`src/hdl/iopmc_pkg.sv`:
```
// Constants, field layouts and carrier types of the I/O port and mute block
// Behaviour
// - 56 pins as fourteen four-bit groups
// - Direction bit 0 input, 1 output
// - Select index increments on every direction access
// - Reset clears direction of all fourteen groups
// - Output pins read back the latch
// - Input pins read pin, latch ignored
// - Display-shared pins default to display, port ignored
// - Last segment pin is input only
// - Converter, buzzer, serial groups reset to port
// - Group 1 input change wakes the CPU
// - Trigger enable lets change force mute
// - Mute port written at its own address
// - Polarity bit selects mute pin level
// - Unlock select routes unlock pulses to mute
// - Tone enable puts tone on group3 pin3
package iopmc_pkg;

    // ********************************************************
    // Geometry
    // ********************************************************
    localparam int NUM_GROUPS = 14;
    localparam int GROUP_W = 4;
    localparam int NUM_PINS = NUM_GROUPS * GROUP_W;
    localparam int ADDR_W = 5;
    localparam int LCD_FIRST_GROUP = 6;
    localparam int LAST_SEG_PIN = NUM_PINS - 1;
    localparam int TONE_PIN = 2 * GROUP_W + 3;
    localparam int ADC_GROUP = 1;
    localparam int SERIAL_GROUP = 2;

    // ********************************************************
    // Register offsets
    // ********************************************************
    localparam logic [ADDR_W-1:0] ADDR_DATA_LAST = 5'h0d;
    localparam logic [ADDR_W-1:0] ADDR_DIR_SEL = 5'h10;
    localparam logic [ADDR_W-1:0] ADDR_DIR_DATA = 5'h11;
    localparam logic [ADDR_W-1:0] ADDR_MUTE = 5'h12;
    localparam logic [ADDR_W-1:0] ADDR_LCD_LO = 5'h13;
    localparam logic [ADDR_W-1:0] ADDR_LCD_HI = 5'h14;
    localparam logic [ADDR_W-1:0] ADDR_ALT = 5'h15;
    localparam logic [ADDR_W-1:0] ADDR_IRQ_STAT = 5'h16;
    localparam logic [ADDR_W-1:0] ADDR_IRQ_MASK = 5'h17;
    localparam logic [ADDR_W-1:0] ADDR_DISP = 5'h18;

    // ********************************************************
    // Field positions
    // ********************************************************
    localparam int MUTE_BIT = 0;
    localparam int MUTE_TRIG = 1;
    localparam int MUTE_POL = 2;
    localparam int MUTE_UNLOCK = 3;
    localparam int ALT_ADC = 0;
    localparam int ALT_SERIAL = 1;
    localparam int ALT_TONE = 2;
    localparam int IRQ_CHANGE = 0;
    localparam int IRQ_FORCED = 1;

    // ********************************************************
    // Reset values
    // ********************************************************
    localparam logic [NUM_PINS-1:0] RST_DIR = 56'h0;
    localparam logic [NUM_PINS-1:0] RST_LATCH = 56'h0;
    localparam logic [3:0] RST_MUTE = 4'h0;
    localparam logic [7:0] RST_LCD = 8'hff;
    localparam logic [3:0] RST_ALT = 4'h0;
    localparam logic [3:0] RST_SEL = 4'h0;

    // ********************************************************
    // Carriers
    // ********************************************************
    typedef struct packed {
        logic [ADDR_W-1:0] addr;
        logic [3:0] wdata;
        logic wr;
        logic rd;
    } iopmc_bus_req_t;

    typedef struct packed {
        logic [NUM_PINS-1:0] dir;
        logic [NUM_PINS-1:0] latch;
        logic [3:0] dsel;
        logic [3:0] mute;
        logic [7:0] lcd;
        logic [3:0] alt;
        logic [1:0] stat;
        logic [1:0] mask;
        logic disp_off;
        logic [3:0] g1_prev;
        logic [3:0] rdata;
        logic [NUM_PINS-1:0] pin_out;
        logic [NUM_PINS-1:0] pin_oe;
        logic mute_pin;
        logic wake;
        logic irq;
    } iopmc_state_t;

endpackage

```
`src/hdl/iopmc_sync.sv`:
```
// Three-stage input synchroniser with agreement filter
`timescale 1ns/10ps
module iopmc_sync #(
    parameter int WIDTH = 56
) (
    input wire logic clk,
    input wire logic reset_n,
    input wire logic [WIDTH-1:0] d,
    output logic [WIDTH-1:0] q
);

    generate
        if (WIDTH < 1) begin : g_bad
            $error("iopmc_sync width must be positive");
        end
    endgenerate

    logic [WIDTH-1:0] s1_reg;
    logic [WIDTH-1:0] s2_reg;
    logic [WIDTH-1:0] s3_reg;
    logic [WIDTH-1:0] q_next;

    // A bit moves only when stages two and three agree, so one sampled glitch never counts
    always_comb begin
        q_next = (~(s2_reg ^ s3_reg) & s2_reg) | ((s2_reg ^ s3_reg) & q);
    end

    always_ff @(posedge clk or negedge reset_n) begin
        if (!reset_n) begin
            s1_reg <= '0;
            s2_reg <= '0;
            s3_reg <= '0;
            q <= '0;
        end else begin
            s1_reg <= d;
            s2_reg <= s1_reg;
            s3_reg <= s2_reg;
            q <= q_next;
        end
    end

endmodule

```
`src/hdl/iopmc_top.sv`:
```
// I/O port groups with direction select, shared-pin modes and mute output
`timescale 1ns/10ps
module iopmc_top
    import iopmc_pkg::*;
(
    input wire logic clk,
    input wire logic reset_n,
    input iopmc_bus_req_t bus_req,
    output logic [3:0] rd_data,
    input wire logic [NUM_PINS-1:0] pin_in,
    output logic [NUM_PINS-1:0] pin_out,
    output logic [NUM_PINS-1:0] pin_oe,
    input wire logic tone_in,
    input wire logic unlock_pulse,
    output logic mute_pin,
    output logic wakeup,
    output logic irq,
    output logic display_supply_off_bit
);

    // ********************************************************
    // Helpers
    // ********************************************************
    // True when the pin is a plain port pin, not display or alternate use
    function automatic logic is_port(input logic [7:0] lcd, input logic [3:0] alt,
                                     input int idx);
        int g;
        int b;
        logic p;
        g = idx / GROUP_W;
        b = idx % GROUP_W;
        p = 1'b1;
        if (g >= LCD_FIRST_GROUP && lcd[g - LCD_FIRST_GROUP]) begin
            p = 1'b0;
        end
        if (g == ADC_GROUP && alt[ALT_ADC]) begin
            p = 1'b0;
        end
        if (g == SERIAL_GROUP && b < 3 && alt[ALT_SERIAL]) begin
            p = 1'b0;
        end
        if (idx == TONE_PIN && alt[ALT_TONE]) begin
            p = 1'b0;
        end
        return p;
    endfunction

    // ********************************************************
    // Input synchroniser
    // ********************************************************
    logic [NUM_PINS-1:0] pin_sync;

    iopmc_sync #(
        .WIDTH(NUM_PINS)
    ) u_sync (
        .clk(clk),
        .reset_n(reset_n),
        .d(pin_in),
        .q(pin_sync)
    );

    // ********************************************************
    // State update
    // ********************************************************
    iopmc_state_t r;
    iopmc_state_t n;
    logic change;
    logic is_data;
    logic [5:0] base;
    logic [5:0] dbase;

    // fourteen data groups, one address each
    assign is_data = (bus_req.addr <= ADDR_DATA_LAST);
    assign base = {bus_req.addr[3:0], 2'b00};
    assign dbase = {r.dsel, 2'b00};

    always_comb begin
        n = r;
        change = |((pin_sync[3:0] ^ r.g1_prev) & ~r.dir[3:0]);
        n.g1_prev = pin_sync[3:0];
        n.wake = change;
        n.rdata = 4'h0;

        if (bus_req.wr) begin
            if (is_data) begin
                n.latch[base +: 4] = bus_req.wdata;
            end else begin
                unique case (bus_req.addr)
                    ADDR_DIR_SEL: n.dsel = bus_req.wdata;
                    ADDR_DIR_DATA: begin
                        if (r.dsel < 4'(NUM_GROUPS)) begin
                            n.dir[dbase +: 4] = bus_req.wdata;
                        end
                        n.dsel = r.dsel + 4'h1;
                    end
                    ADDR_MUTE: n.mute = bus_req.wdata;
                    ADDR_LCD_LO: n.lcd[3:0] = bus_req.wdata;
                    ADDR_LCD_HI: n.lcd[7:4] = bus_req.wdata;
                    ADDR_ALT: n.alt = bus_req.wdata;
                    ADDR_IRQ_STAT: n.stat = r.stat & ~bus_req.wdata[1:0];
                    ADDR_IRQ_MASK: n.mask = bus_req.wdata[1:0];
                    ADDR_DISP: n.disp_off = bus_req.wdata[0];
                    default: ;
                endcase
            end
        end

        if (bus_req.rd) begin
            if (is_data) begin
                for (int b = 0; b < GROUP_W; b++) begin
                    // output reads latch, input reads pin
                    if (is_port(r.lcd, r.alt, int'(base) + b) && r.dir[int'(base) + b]
                        && (int'(base) + b) != LAST_SEG_PIN) begin
                        n.rdata[b] = r.latch[int'(base) + b];
                    end else begin
                        n.rdata[b] = pin_sync[int'(base) + b];
                    end
                end
            end else begin
                unique case (bus_req.addr)
                    ADDR_DIR_SEL: n.rdata = r.dsel;
                    ADDR_DIR_DATA: begin
                        if (r.dsel < 4'(NUM_GROUPS)) begin
                            n.rdata = r.dir[dbase +: 4];
                        end
                        n.dsel = r.dsel + 4'h1;
                    end
                    ADDR_MUTE: n.rdata = r.mute;
                    ADDR_LCD_LO: n.rdata = r.lcd[3:0];
                    ADDR_LCD_HI: n.rdata = r.lcd[7:4];
                    ADDR_ALT: n.rdata = r.alt;
                    ADDR_IRQ_STAT: n.rdata = {2'b00, r.stat};
                    ADDR_IRQ_MASK: n.rdata = {2'b00, r.mask};
                    ADDR_DISP: n.rdata = {3'b000, r.disp_off};
                    default: n.rdata = 4'h0;
                endcase
            end
        end

        // forced mute; placed after the write so the event wins
        if (change && r.mute[MUTE_TRIG]) begin
            n.mute[MUTE_BIT] = 1'b1;
        end
        // Hardware set wins over a same-cycle clear
        n.stat[IRQ_CHANGE] = n.stat[IRQ_CHANGE] | change;
        n.stat[IRQ_FORCED] = n.stat[IRQ_FORCED] | (change & r.mute[MUTE_TRIG]);
        n.irq = |(n.stat & n.mask);

        if (n.mute[MUTE_UNLOCK]) begin
            n.mute_pin = unlock_pulse;
        end else begin
            n.mute_pin = n.mute[MUTE_POL] ? n.mute[MUTE_BIT] : ~n.mute[MUTE_BIT];
        end

        for (int i = 0; i < NUM_PINS; i++) begin
            // drive only port outputs, never the last segment pin
            n.pin_oe[i] = is_port(n.lcd, n.alt, i) && n.dir[i] && (i != LAST_SEG_PIN);
            n.pin_out[i] = n.pin_oe[i] & n.latch[i];
        end
        if (n.alt[ALT_TONE]) begin
            n.pin_oe[TONE_PIN] = 1'b1;
            n.pin_out[TONE_PIN] = tone_in;
        end
    end

    always_ff @(posedge clk or negedge reset_n) begin
        if (!reset_n) begin
            r <= '{dir: RST_DIR, latch: RST_LATCH, dsel: RST_SEL, mute: RST_MUTE,
                   lcd: RST_LCD, alt: RST_ALT, stat: 2'h0, mask: 2'h0, disp_off: 1'b0,
                   g1_prev: 4'h0, rdata: 4'h0, pin_out: '0, pin_oe: '0,
                   mute_pin: 1'b1, wake: 1'b0, irq: 1'b0};
        end else begin
            r <= n;
        end
    end

    assign rd_data = r.rdata;
    assign pin_out = r.pin_out;
    assign pin_oe = r.pin_oe;
    assign mute_pin = r.mute_pin;
    assign wakeup = r.wake;
    assign irq = r.irq;
    assign display_supply_off_bit = r.disp_off;
endmodule

```
`config.mk`:
```
export PLATFORM = sky130hd
export DESIGN_NAME = iopmc_top
export DESIGN_NICKNAME = d
export VERILOG_FILES = /design/src/hdl/iopmc_pkg.sv /design/src/hdl/iopmc_sync.sv /design/src/hdl/iopmc_top.sv
export SDC_FILE = /design/constraint.sdc
export NUM_CORES = 1
export LEC_CHECK = 0
export BUFFER_PORTS_ARGS = -buffer_cell sky130_fd_sc_hd__buf_4
export CORE_ASPECT_RATIO = 0.75
export CORE_UTILIZATION = 53
export CTS_CLUSTER_DIAMETER = 120
export CTS_CLUSTER_SIZE = 40
export DETAILED_ROUTE_END_ITERATION = 10
export PLACE_DENSITY = 0.77
export SETUP_SLACK_MARGIN = 0.3
export SLEW_MARGIN = 20
export SYNTH_ARGS = -nofsm -noshare
export SYNTH_HDL_FRONTEND = slang
export SYNTH_HIERARCHICAL = 1
export SYNTH_SLANG_ARGS = --single-unit
```
`constraint.sdc`:
```
create_clock -name clk -period 2.7 [get_ports clk]
set_clock_uncertainty 0.15 [all_clocks]
set_input_delay 0.135 -clock clk [delete_from_list [all_inputs] [get_ports clk]]
set_output_delay 0.135 -clock clk [all_outputs]
set_load 0.01 [all_outputs]
```
# After elaboration in Yosys (flattened, before gate mapping)
# Index checks and enable logic that the tools add are counted.
[word_totals]
register_bits = 482
inputBits = 71
out_inout_bits = 120
elab_cells = 342
[classes]
addsub = 13
n_lt_le_gt_ge = 17
n_eq_ne = 23
shifts = 5
n_mux = 111
bitwise = 74
reduce_logical = 75
[ops]
columns = ["cell", "count"]
rows = [
  ["55-bit two-way mux", 3],
  ["136-bit two-way mux", 1],
  ["56-bit AND", 2],
  ["56-bit bitwise mux", 2],
  ["4-bit by 8-bit variable shift with 56-bit output, first input constant", 2],
  ["4-bit by 8-bit variable part select with 56-bit output", 2],
  ["32-bit by 2-bit == test with 1-bit output, second input constant", 3],
  ["32-bit by 3-bit == test with 1-bit output, second input constant", 3],
  ["32-bit by 5-bit == test with 1-bit output, second input constant", 3],
  ["32-bit by 4-bit >= comparator with 1-bit output, second input constant", 3],
  ["32-bit by 5-bit less-than comparator with 1-bit output, second input constant", 3],
  ["32-bit by 7-bit inequality test with 1-bit output, second input constant", 3],
  ["32-bit by 4-bit subtractor with 32-bit output, second input constant", 3],
  ["1-bit two-way mux", 73],
  ["1-bit logical AND", 65],
  ["1-bit AND", 56],
  ["56-bit two-way mux", 1],
  ["56-bit NOT", 1],
  ["56-bit bitwise OR", 1],
  ["56-bit by 7-bit variable part select with 4-bit output", 1],
  ["56-bit bitwise XOR", 1],
  ["1-bit binary-select mux with 6-bit select", 9],
  ["5-bit == test, second input constant", 9],
  ["4-bit two-way mux", 10],
  ["34 further kinds", 58],
]

# Depth between registers and ports, before layout
# Gate-level depths: netlist (run 1).
[logic_depth]
ltp_word = 20
ltp_mapped = 12
ltp_nobuf = 7

# By module
# Netlist (run 1), hierarchy kept.
[modules_own_cells]
columns = ["module", "instances", "cells_per_inst", "area_per_inst_um2", "seq_area_each_um2"]
rows = [
  ["iopmc_top", 1, 1172, 13197.7, 6067.1],
  ["iopmc_sync", 1, 280, 6236.0, 5605.4],
]

# Least setup slack after synthesis (run 1)
# OpenSTA, ideal clock, no wires.
[synth_path]
kind = "input port to flip-flop"
startpoint = "input port bus_req[7] in the netlist's numbering"
endpoint = "register r (netlist bit pin_out[54])"
setup_ps = 139
arrival_time_ps = 2636
t_required_ps = 2411
path_slack_ps = -225
cell_stages = 12
path_buffers = 5
cell_sequence = "buf_2 > buf_4 > buf_4 > buf_4 > inv_1 > ha_1 > buf_2 > nor2b_1 > or3b_2 > a21oi_2 > mux2_2 > nor3b_1"
[synth_lines]
columns = ["element", "line_no", "rtl"]
rows = [
  ["start, declared", "iopmc_top.sv:8", "input iopmc_bus_req_t bus_req,"],
  ["end signal, assigned", "iopmc_top.sv:168", "r <= '{dir: RST_DIR, latch: RST_LATCH, dsel: RST_SEL, mute: RST_MUTE,"],
  ["end signal, assigned", "iopmc_top.sv:173", "r <= n;"],
  ["end, declared", "iopmc_top.sv:65", "iopmc_state_t r;"],
]

==> results of run 1 <==
-- repair_timing --
action	4_1_cts	5_1_grt
endpoints found under the setup margin	21	80
pin swaps	2	12
hold endpoints to repair	505	0
hold buffers	68	0
buffers inserted	5	5
cloned	0	0
resized for setup	6	26
-- metrics by stage --
step           area [um^2]  utilization, %  setup slack (ns)  total power (uW)  hold slack [ns]
5_1_grt              22700            63.0             0.251             14300           0.0362
2_1_floorplan        19800               -             0.220              9400           -0.311
4_1_cts              22500            62.6             0.307             13700           0.0157
3_5_place_dp         21300            59.3            0.0167             10500           0.0461
6_report             22700            63.0             0.312             13700           0.0233
3_3_place_gp         21300            59.3            0.0261             10400           0.0409
-- power breakdown --
| part | total, uW | switching (uW) | leakage, uW | internal (uW) |
|---|---|---|---|---|
| Clock | 3110 | 2010 | 0.000207 | 1100 |
| Sequential | 7840 | 373 | 0.00588 | 7460 |
| Combinational | 2800 | 1560 | 0.00466 | 1240 |
| Total | 13700 | 3950 | 0.0107 | 9800 |
-- Yosys cell counts (17+ instances only) --
library cell and number:
dfrtp_1 457, buf_4 123, nand2_1 82, mux2_2 68, mux2i_1 62, maj3_2 56, inv_1 53, o21ai_0 47
mux4_2 43, nor2_1 37, a21oi_1 34, clkbuf_1 27, a211oi_1 24, and2_1 24, nand3_1 21, and3_1 19
buf_2 18, nand4_1 17
-- area by class of cell --
class / instances / area [um^2]
inverter: 55 / 215
sequential: 466 / 11700
multi-input combinational: 756 / 6720
clock inverter: 2 / 25.0
tap: 465 / 582
timing repair buffer: 363 / 3040
antenna: 1 / 2.50
clock buffer: 24 / 409
fill: 2754 / 13300
-- worst reg2reg max path: stages, from the launching register on --
cell and delay, ns:
dfrtp_2 0.45, inv_1 0.10, ha_4 0.34, nor2b_1 0.15, nand4_1 0.23, nor2_2 0.26, buf_4 0.22, mux2i_1 0.31
nor3b_1 0.09
-- cells in the final DEF, fill, tap and decap left out, types with 7 or more instances in the layout --
cell / count
dlygate4sd3_1: 68
o21ai_0: 42
maj3_2: 56
o22ai_1: 8
o221a_2: 12
nor3_1: 10
nor2_1: 32
a21oi_1: 32
nand4_1: 17
nor2b_1: 9
nor3b_1: 12
a22oi_1: 7
clkbuf_1: 9
mux2_2: 60
o21a_1: 9
buf_12: 10
mux2_4: 11
nand2b_1: 11
dfrtp_1: 454
buf_4: 280
nand3_1: 21
a211oi_1: 19
o21ai_1: 10
mux4_2: 43
ha_1: 7
clkbuf_16: 15
and2_1: 24
inv_1: 51
nand2_1: 82
dfstp_2: 9
and3_1: 19
o211ai_1: 8
mux2i_1: 58
-- how the worst max path moves through the flow --
stage | end | slack, ns | cells past startpoint
after detailed placement | rd_data[3] | 0.02 | 9
after global routing | pin_oe[41] | 0.25 | 8
final | pin_out[41] | 0.31 | 8
after CTS | rd_data[2] | 0.31 | 6
after global placement | rd_data[3] | 0.03 | 9
after floorplan | pin_out[54] | 0.22 | 12
-- cells by family after synthesis --
family | count (synthesis) | synth area share (%)
flip-flops | 466 | 60.1
AND/OR/NAND/NOR | 286 | 8.03
buffers and inverters | 231 | 7.22
AO/OA/AOI/OAI | 216 | 7.82
multiplexers | 176 | 12.3
adder cells (fa/ha/maj) | 67 | 3.95
XOR/XNOR | 9 | 0.541
other | 1 | 0.0193
-- layer usage --
metal | global-route usage [%] | part of all wire [%]
met1 | 45.4 | 45
met2 | 43.4 | 44
met3 | 5.92 | 8.6
met4 | 6.48 | 2.3
met5 | 0 | 0
==> summary.txt, run 1 <==
outcome - completed
final worst path period need - 2.39 ns
dpl hpwl - 39700 um
first-pass GRT wire length - 81500 um
Post-synth EDFFs - 0
Mapped Avg Cell Area - 13.4 um^2
GRT Util Overall - 29.4%
worst skew pair latency - 0.57 ns
vias in the first global route - 12.7k
cell count after placement - 2027
top-area cell type share of the netlist area - 58.8%
clock buffer count from CTS - 15
htree depth - 1
non-filler cells in the finished layout - 2132
Seq/Total Area, Yosys - 60.1%
MaxCap Viol Count - 0
Nets - 1739
R2R setup slack - 0.31 ns
GR Overflow Total - 0
Residual DRC - 0
CP cell instances - inv_1 > ha_4 > nor2b_1 > nand4_1 > nor2_2 > buf_4 > mux2i_1 > nor3b_1
die width - 223 um
R2R Path Start - dbase[3]
post-synth cell types - 87
Num Clock Sinks - 466
Die Area - 37400 um^2
slowest CP cell - dfrtp_2
critical setup path kind - reg2reg
CP startpoint kind - register
crit share post-route - 88.4%
Yosys reg bits - 466
Gate Count Post-Synth - 1452
core box area - 36000 um^2
Clock transition at path regs - 0.14 ns
initial antenna violation count - 1
drt wl/cell - 25.3 um
Final setup viols - 0
VDD IR max - 0.537 mV
GP Congestion - 0.969
max frequency - 419 MHz
Routed Antenna Nets - 0
crit-path max cell delay - 0.45 ns
# rows - 60
Hold Path Class - in2async
port bufs - 188
die height - 168 um
initial drt markers - 1576
FF-to-FF End - pin_out[41]
Total Wirelength - 54000 um
Fin Setup TNS - 0 ns
Initial Util - 54.0%
RSZ-0062 raised after global routing - true
CTS tree - built
Synth Flop Type - dfrtp_1
CP Launch Point - dbase[3]
cell taking the most area after synthesis - dfrtp_1
Crit path max-delay family - simple AND/OR/NAND/NOR gates
Area contributors post-synth - dfrtp_1 (59%), mux4_2 (5.0%), buf_4 (4.8%)
PwrDens - 606 nW/um^2
mapped cell area - 19400 um^2
Clock Path Buffers - 3
worst path required time - 3.00 ns
vias per std cell - 5.93
largest net degree at the start of global routing - 77
Boundary Pins - 191
crit path buf inv count - 2
Critical Path Sink Type - register
DR pass1 iterations - 5
yosys warns - 6
Hold Vio Cnt, Final - 0
r2r worst-path depth - 8
Area Overhead vs Synth - 16.7%
ys async rst share - 100%
vias post-DR - 12.6k
Critical Path Fanout Max - 9
Pleak - 0.0107 uW
clock root buffer - clkbuf_16
Tightest Pin Transition - 0.919 ns
Slew HR - 38.3%
CP Data Arrival Time - 2.69 ns
layout cells sized above 1 - 34.5%
Max Slew Vio Count - 0
No activity file was read; power rests on OpenSTA's default activity.
==> inputs of run 2 (changes only) <==
--- a/config.mk
+++ b/config.mk
@@ -6,7 +6,9 @@
 export NUM_CORES = 1
 export LEC_CHECK = 0
 export BUFFER_PORTS_ARGS = -buffer_cell sky130_fd_sc_hd__buf_4
+export CAP_MARGIN = 5
 export CORE_ASPECT_RATIO = 0.75
+export CORE_MARGIN = 4
 export CORE_UTILIZATION = 53
 export CTS_CLUSTER_DIAMETER = 120
 export CTS_CLUSTER_SIZE = 40
==> constraint.sdc (replaced) <==
create_clock -name clk -period 1.9 [get_ports clk]
set_clock_uncertainty 0.15 [all_clocks]
set_input_delay 0.095 -clock clk [delete_from_list [all_inputs] [get_ports clk]]
set_output_delay 0.095 -clock clk [all_outputs]
set_load 0.01 [all_outputs]
==> run 2 against run 1 <==
  * Critical endpoint is now pin_out[17]
  * Wire length increased by 13%
  * The run now ends with negative setup slack left
  * Die area rose by 6.4%
  * Core utilization is 9.1 points higher
  * Worst hold slack improved by 0.014 ns
  * Largest cell class unchanged
  * First-iteration DRC count grew 2.3%
  * Design area up 15%
  * Critical path depth up 2
  * Highest routed layer is now met5
  * Global-route usage increased by 0.73 points
==> summary.txt, run 2 (synthesis gave the netlist of run 1 again) <==
htree depth - 1
core box area - 36000 um^2
Die Area - 39800 um^2
worst skew pair latency - 0.57 ns
CTS tree - built
MaxCap Viol Count - 0
clock root buffer - clkbuf_16
vias per std cell - 5.83
# rows - 60
Diodes inserted - 0
most frequent cells in the layout - dfrtp_1 (449), buf_4 (448), dlygate4sd3_1 (66)
worst path required time - 2.20 ns
Clock Path Buffers - 3
Nets - 1965
final worst path period need - 2.39 ns
Final Core Density - 72.2%
die width - 229 um
Initial Util - 53.9%
Area Overhead vs Synth - 33.8%
VDD IR max - 0.678 mV
Boundary Pins - 191
Tightest Pin Transition - 0.591 ns
Slew HR - 60.4%
Final Power - 21700 uW
initial drt markers - 1612
DR pass1 iterations - 5
Switching Share - 30.2%
design area - 26000 um^2
Num Clock Sinks - 466
clock buffer count from CTS - 15
GRT Util Overall - 30.2%
CP startpoint kind - register
vias post-DR - 13.7k
dpl hpwl - 44300 um
power share of the sequential group - 51.5%
RSZ-0062 raised after global routing - true
clock share of power - 20.4%
Final setup viols - 154
drt wl/cell - 25.8 um
critical setup path kind - reg2reg
pre-CTS setup slack - -0.534 ns
vias in the first global route - 14.1k
outcome - complete, but fails checks
Hold Vio Cnt, Final - 0
Int Power - 15100 uW
layout cells sized above 1 - 52.2%
Hold Path Class - in2reg
Critical Path Sink Type - register
Worst Setup Slack, final - -0.490 ns
most common cell after layout, fill and taps aside - dfrtp_1
GR Overflow Total - 0
die height - 174 um
Hold Slack - 0.0374 ns
Critical Path Fanout Max - 4
PwrDens - 834 nW/um^2
Routed Antenna Nets - 0
GP Congestion - 1.03
max frequency - 418 MHz
first-pass GRT wire length - 90400 um
initial antenna violation count - 2
port bufs - 188
Pleak - 0.0122 uW
CP Data Arrival Time - 2.69 ns
Residual DRC - 0
Total Wirelength - 60800 um
largest net degree at the start of global routing - 70
failing checks - negative setup slack
Switch Pwr - 6540 uW
crit share post-route - 126%
Clock transition at path regs - 0.17 ns
Gate power share - 28.1%
placed instance area - 23100 um^2
Max Slew Vio Count - 0
==> run 2: cell types whose count changed in the layout (fill, tap and decap cells not counted), moves of 18 or more <==
cell	change
mux2_4	+23
buf_6	+43
buf_4	+168
mux2_2	-23
nor2_1	-18
o21ai_0	-24
nand2_1	-18
==> run 2: repair_timing <==
item,4_1_cts,5_1_grt
cloned,2,0
hold buffers,66,0
resized for setup,214,132
buffers inserted,19,25
endpoints found under the hold margin,591,0
pin swaps,53,48
endpoints found under the setup margin,163,231
==> run 2: layout make-up <==
class                      count  area, um^2
sequential                   466       11700
fill                        2246       10000
multi-input combinational    756        7990
timing repair buffer         589        5100
tap                          465         582
clock buffer                  24         409
inverter                      55         229
clock inverter                 1        16.3
==> run 2: worst max-delay path, cell delays in order (launching register included) <==
cell and delay, ns:
dfrtp_2 0.47, inv_4 0.06, ha_4 0.17, buf_6 0.11
buf_6 0.11, nor3b_4 0.26, o21a_1 0.23, buf_6 0.13
o21bai_4 0.10, o31a_1 0.18, o221a_2 0.28
==> run 2: per-stage QoR <==
stage	cells	TNS, ns
after floorplan	1453	-81.07
after global placement	2219	-47.83
after detailed placement	2219	-52.52
after CTS	2331	-38.25
after global routing	2356	-61.91
final	2356	-54.43
==> run 2: final timing paths <==
check	slack, ns	cells after the start	to	from
min reg2reg	0.20	0	u_sync/s2_reg[33]	u_sync/s1_reg[33]
max in group asynchronous	0.48	5	r[181]	reset_n
max	-0.49	10	pin_out[17]	dbase[2]
max reg2reg	-0.49	10	pin_out[17]	dbase[2]
min	0.04	2	u_sync/s1_reg[43]	pin_in[43]
min in group asynchronous	0.40	3	asynchronous set/reset pin	reset_n
==> run 2: per-layer routing <==
layer	GRT usage [%]	wire, um	vias to the layer above
met3	10.3	6420	132
met5	0	75	-
met4	6.77	1770	4
met1	43.9	25500	7051
li1	-	-	5878
met2	44.6	27000	673
==> run 2: power groups by stage <==
stage | clock network [uW] | logic [uW] | registers (uW)
final | 4430 | 6100 | 11200
after global routing | 4850 | 6400 | 11200
after CTS | 4530 | 5320 | 11100
after detailed placement | 0 | 4390 | 11300
after global placement | 0 | 4340 | 11300
after floorplan | 0 | 2340 | 11100
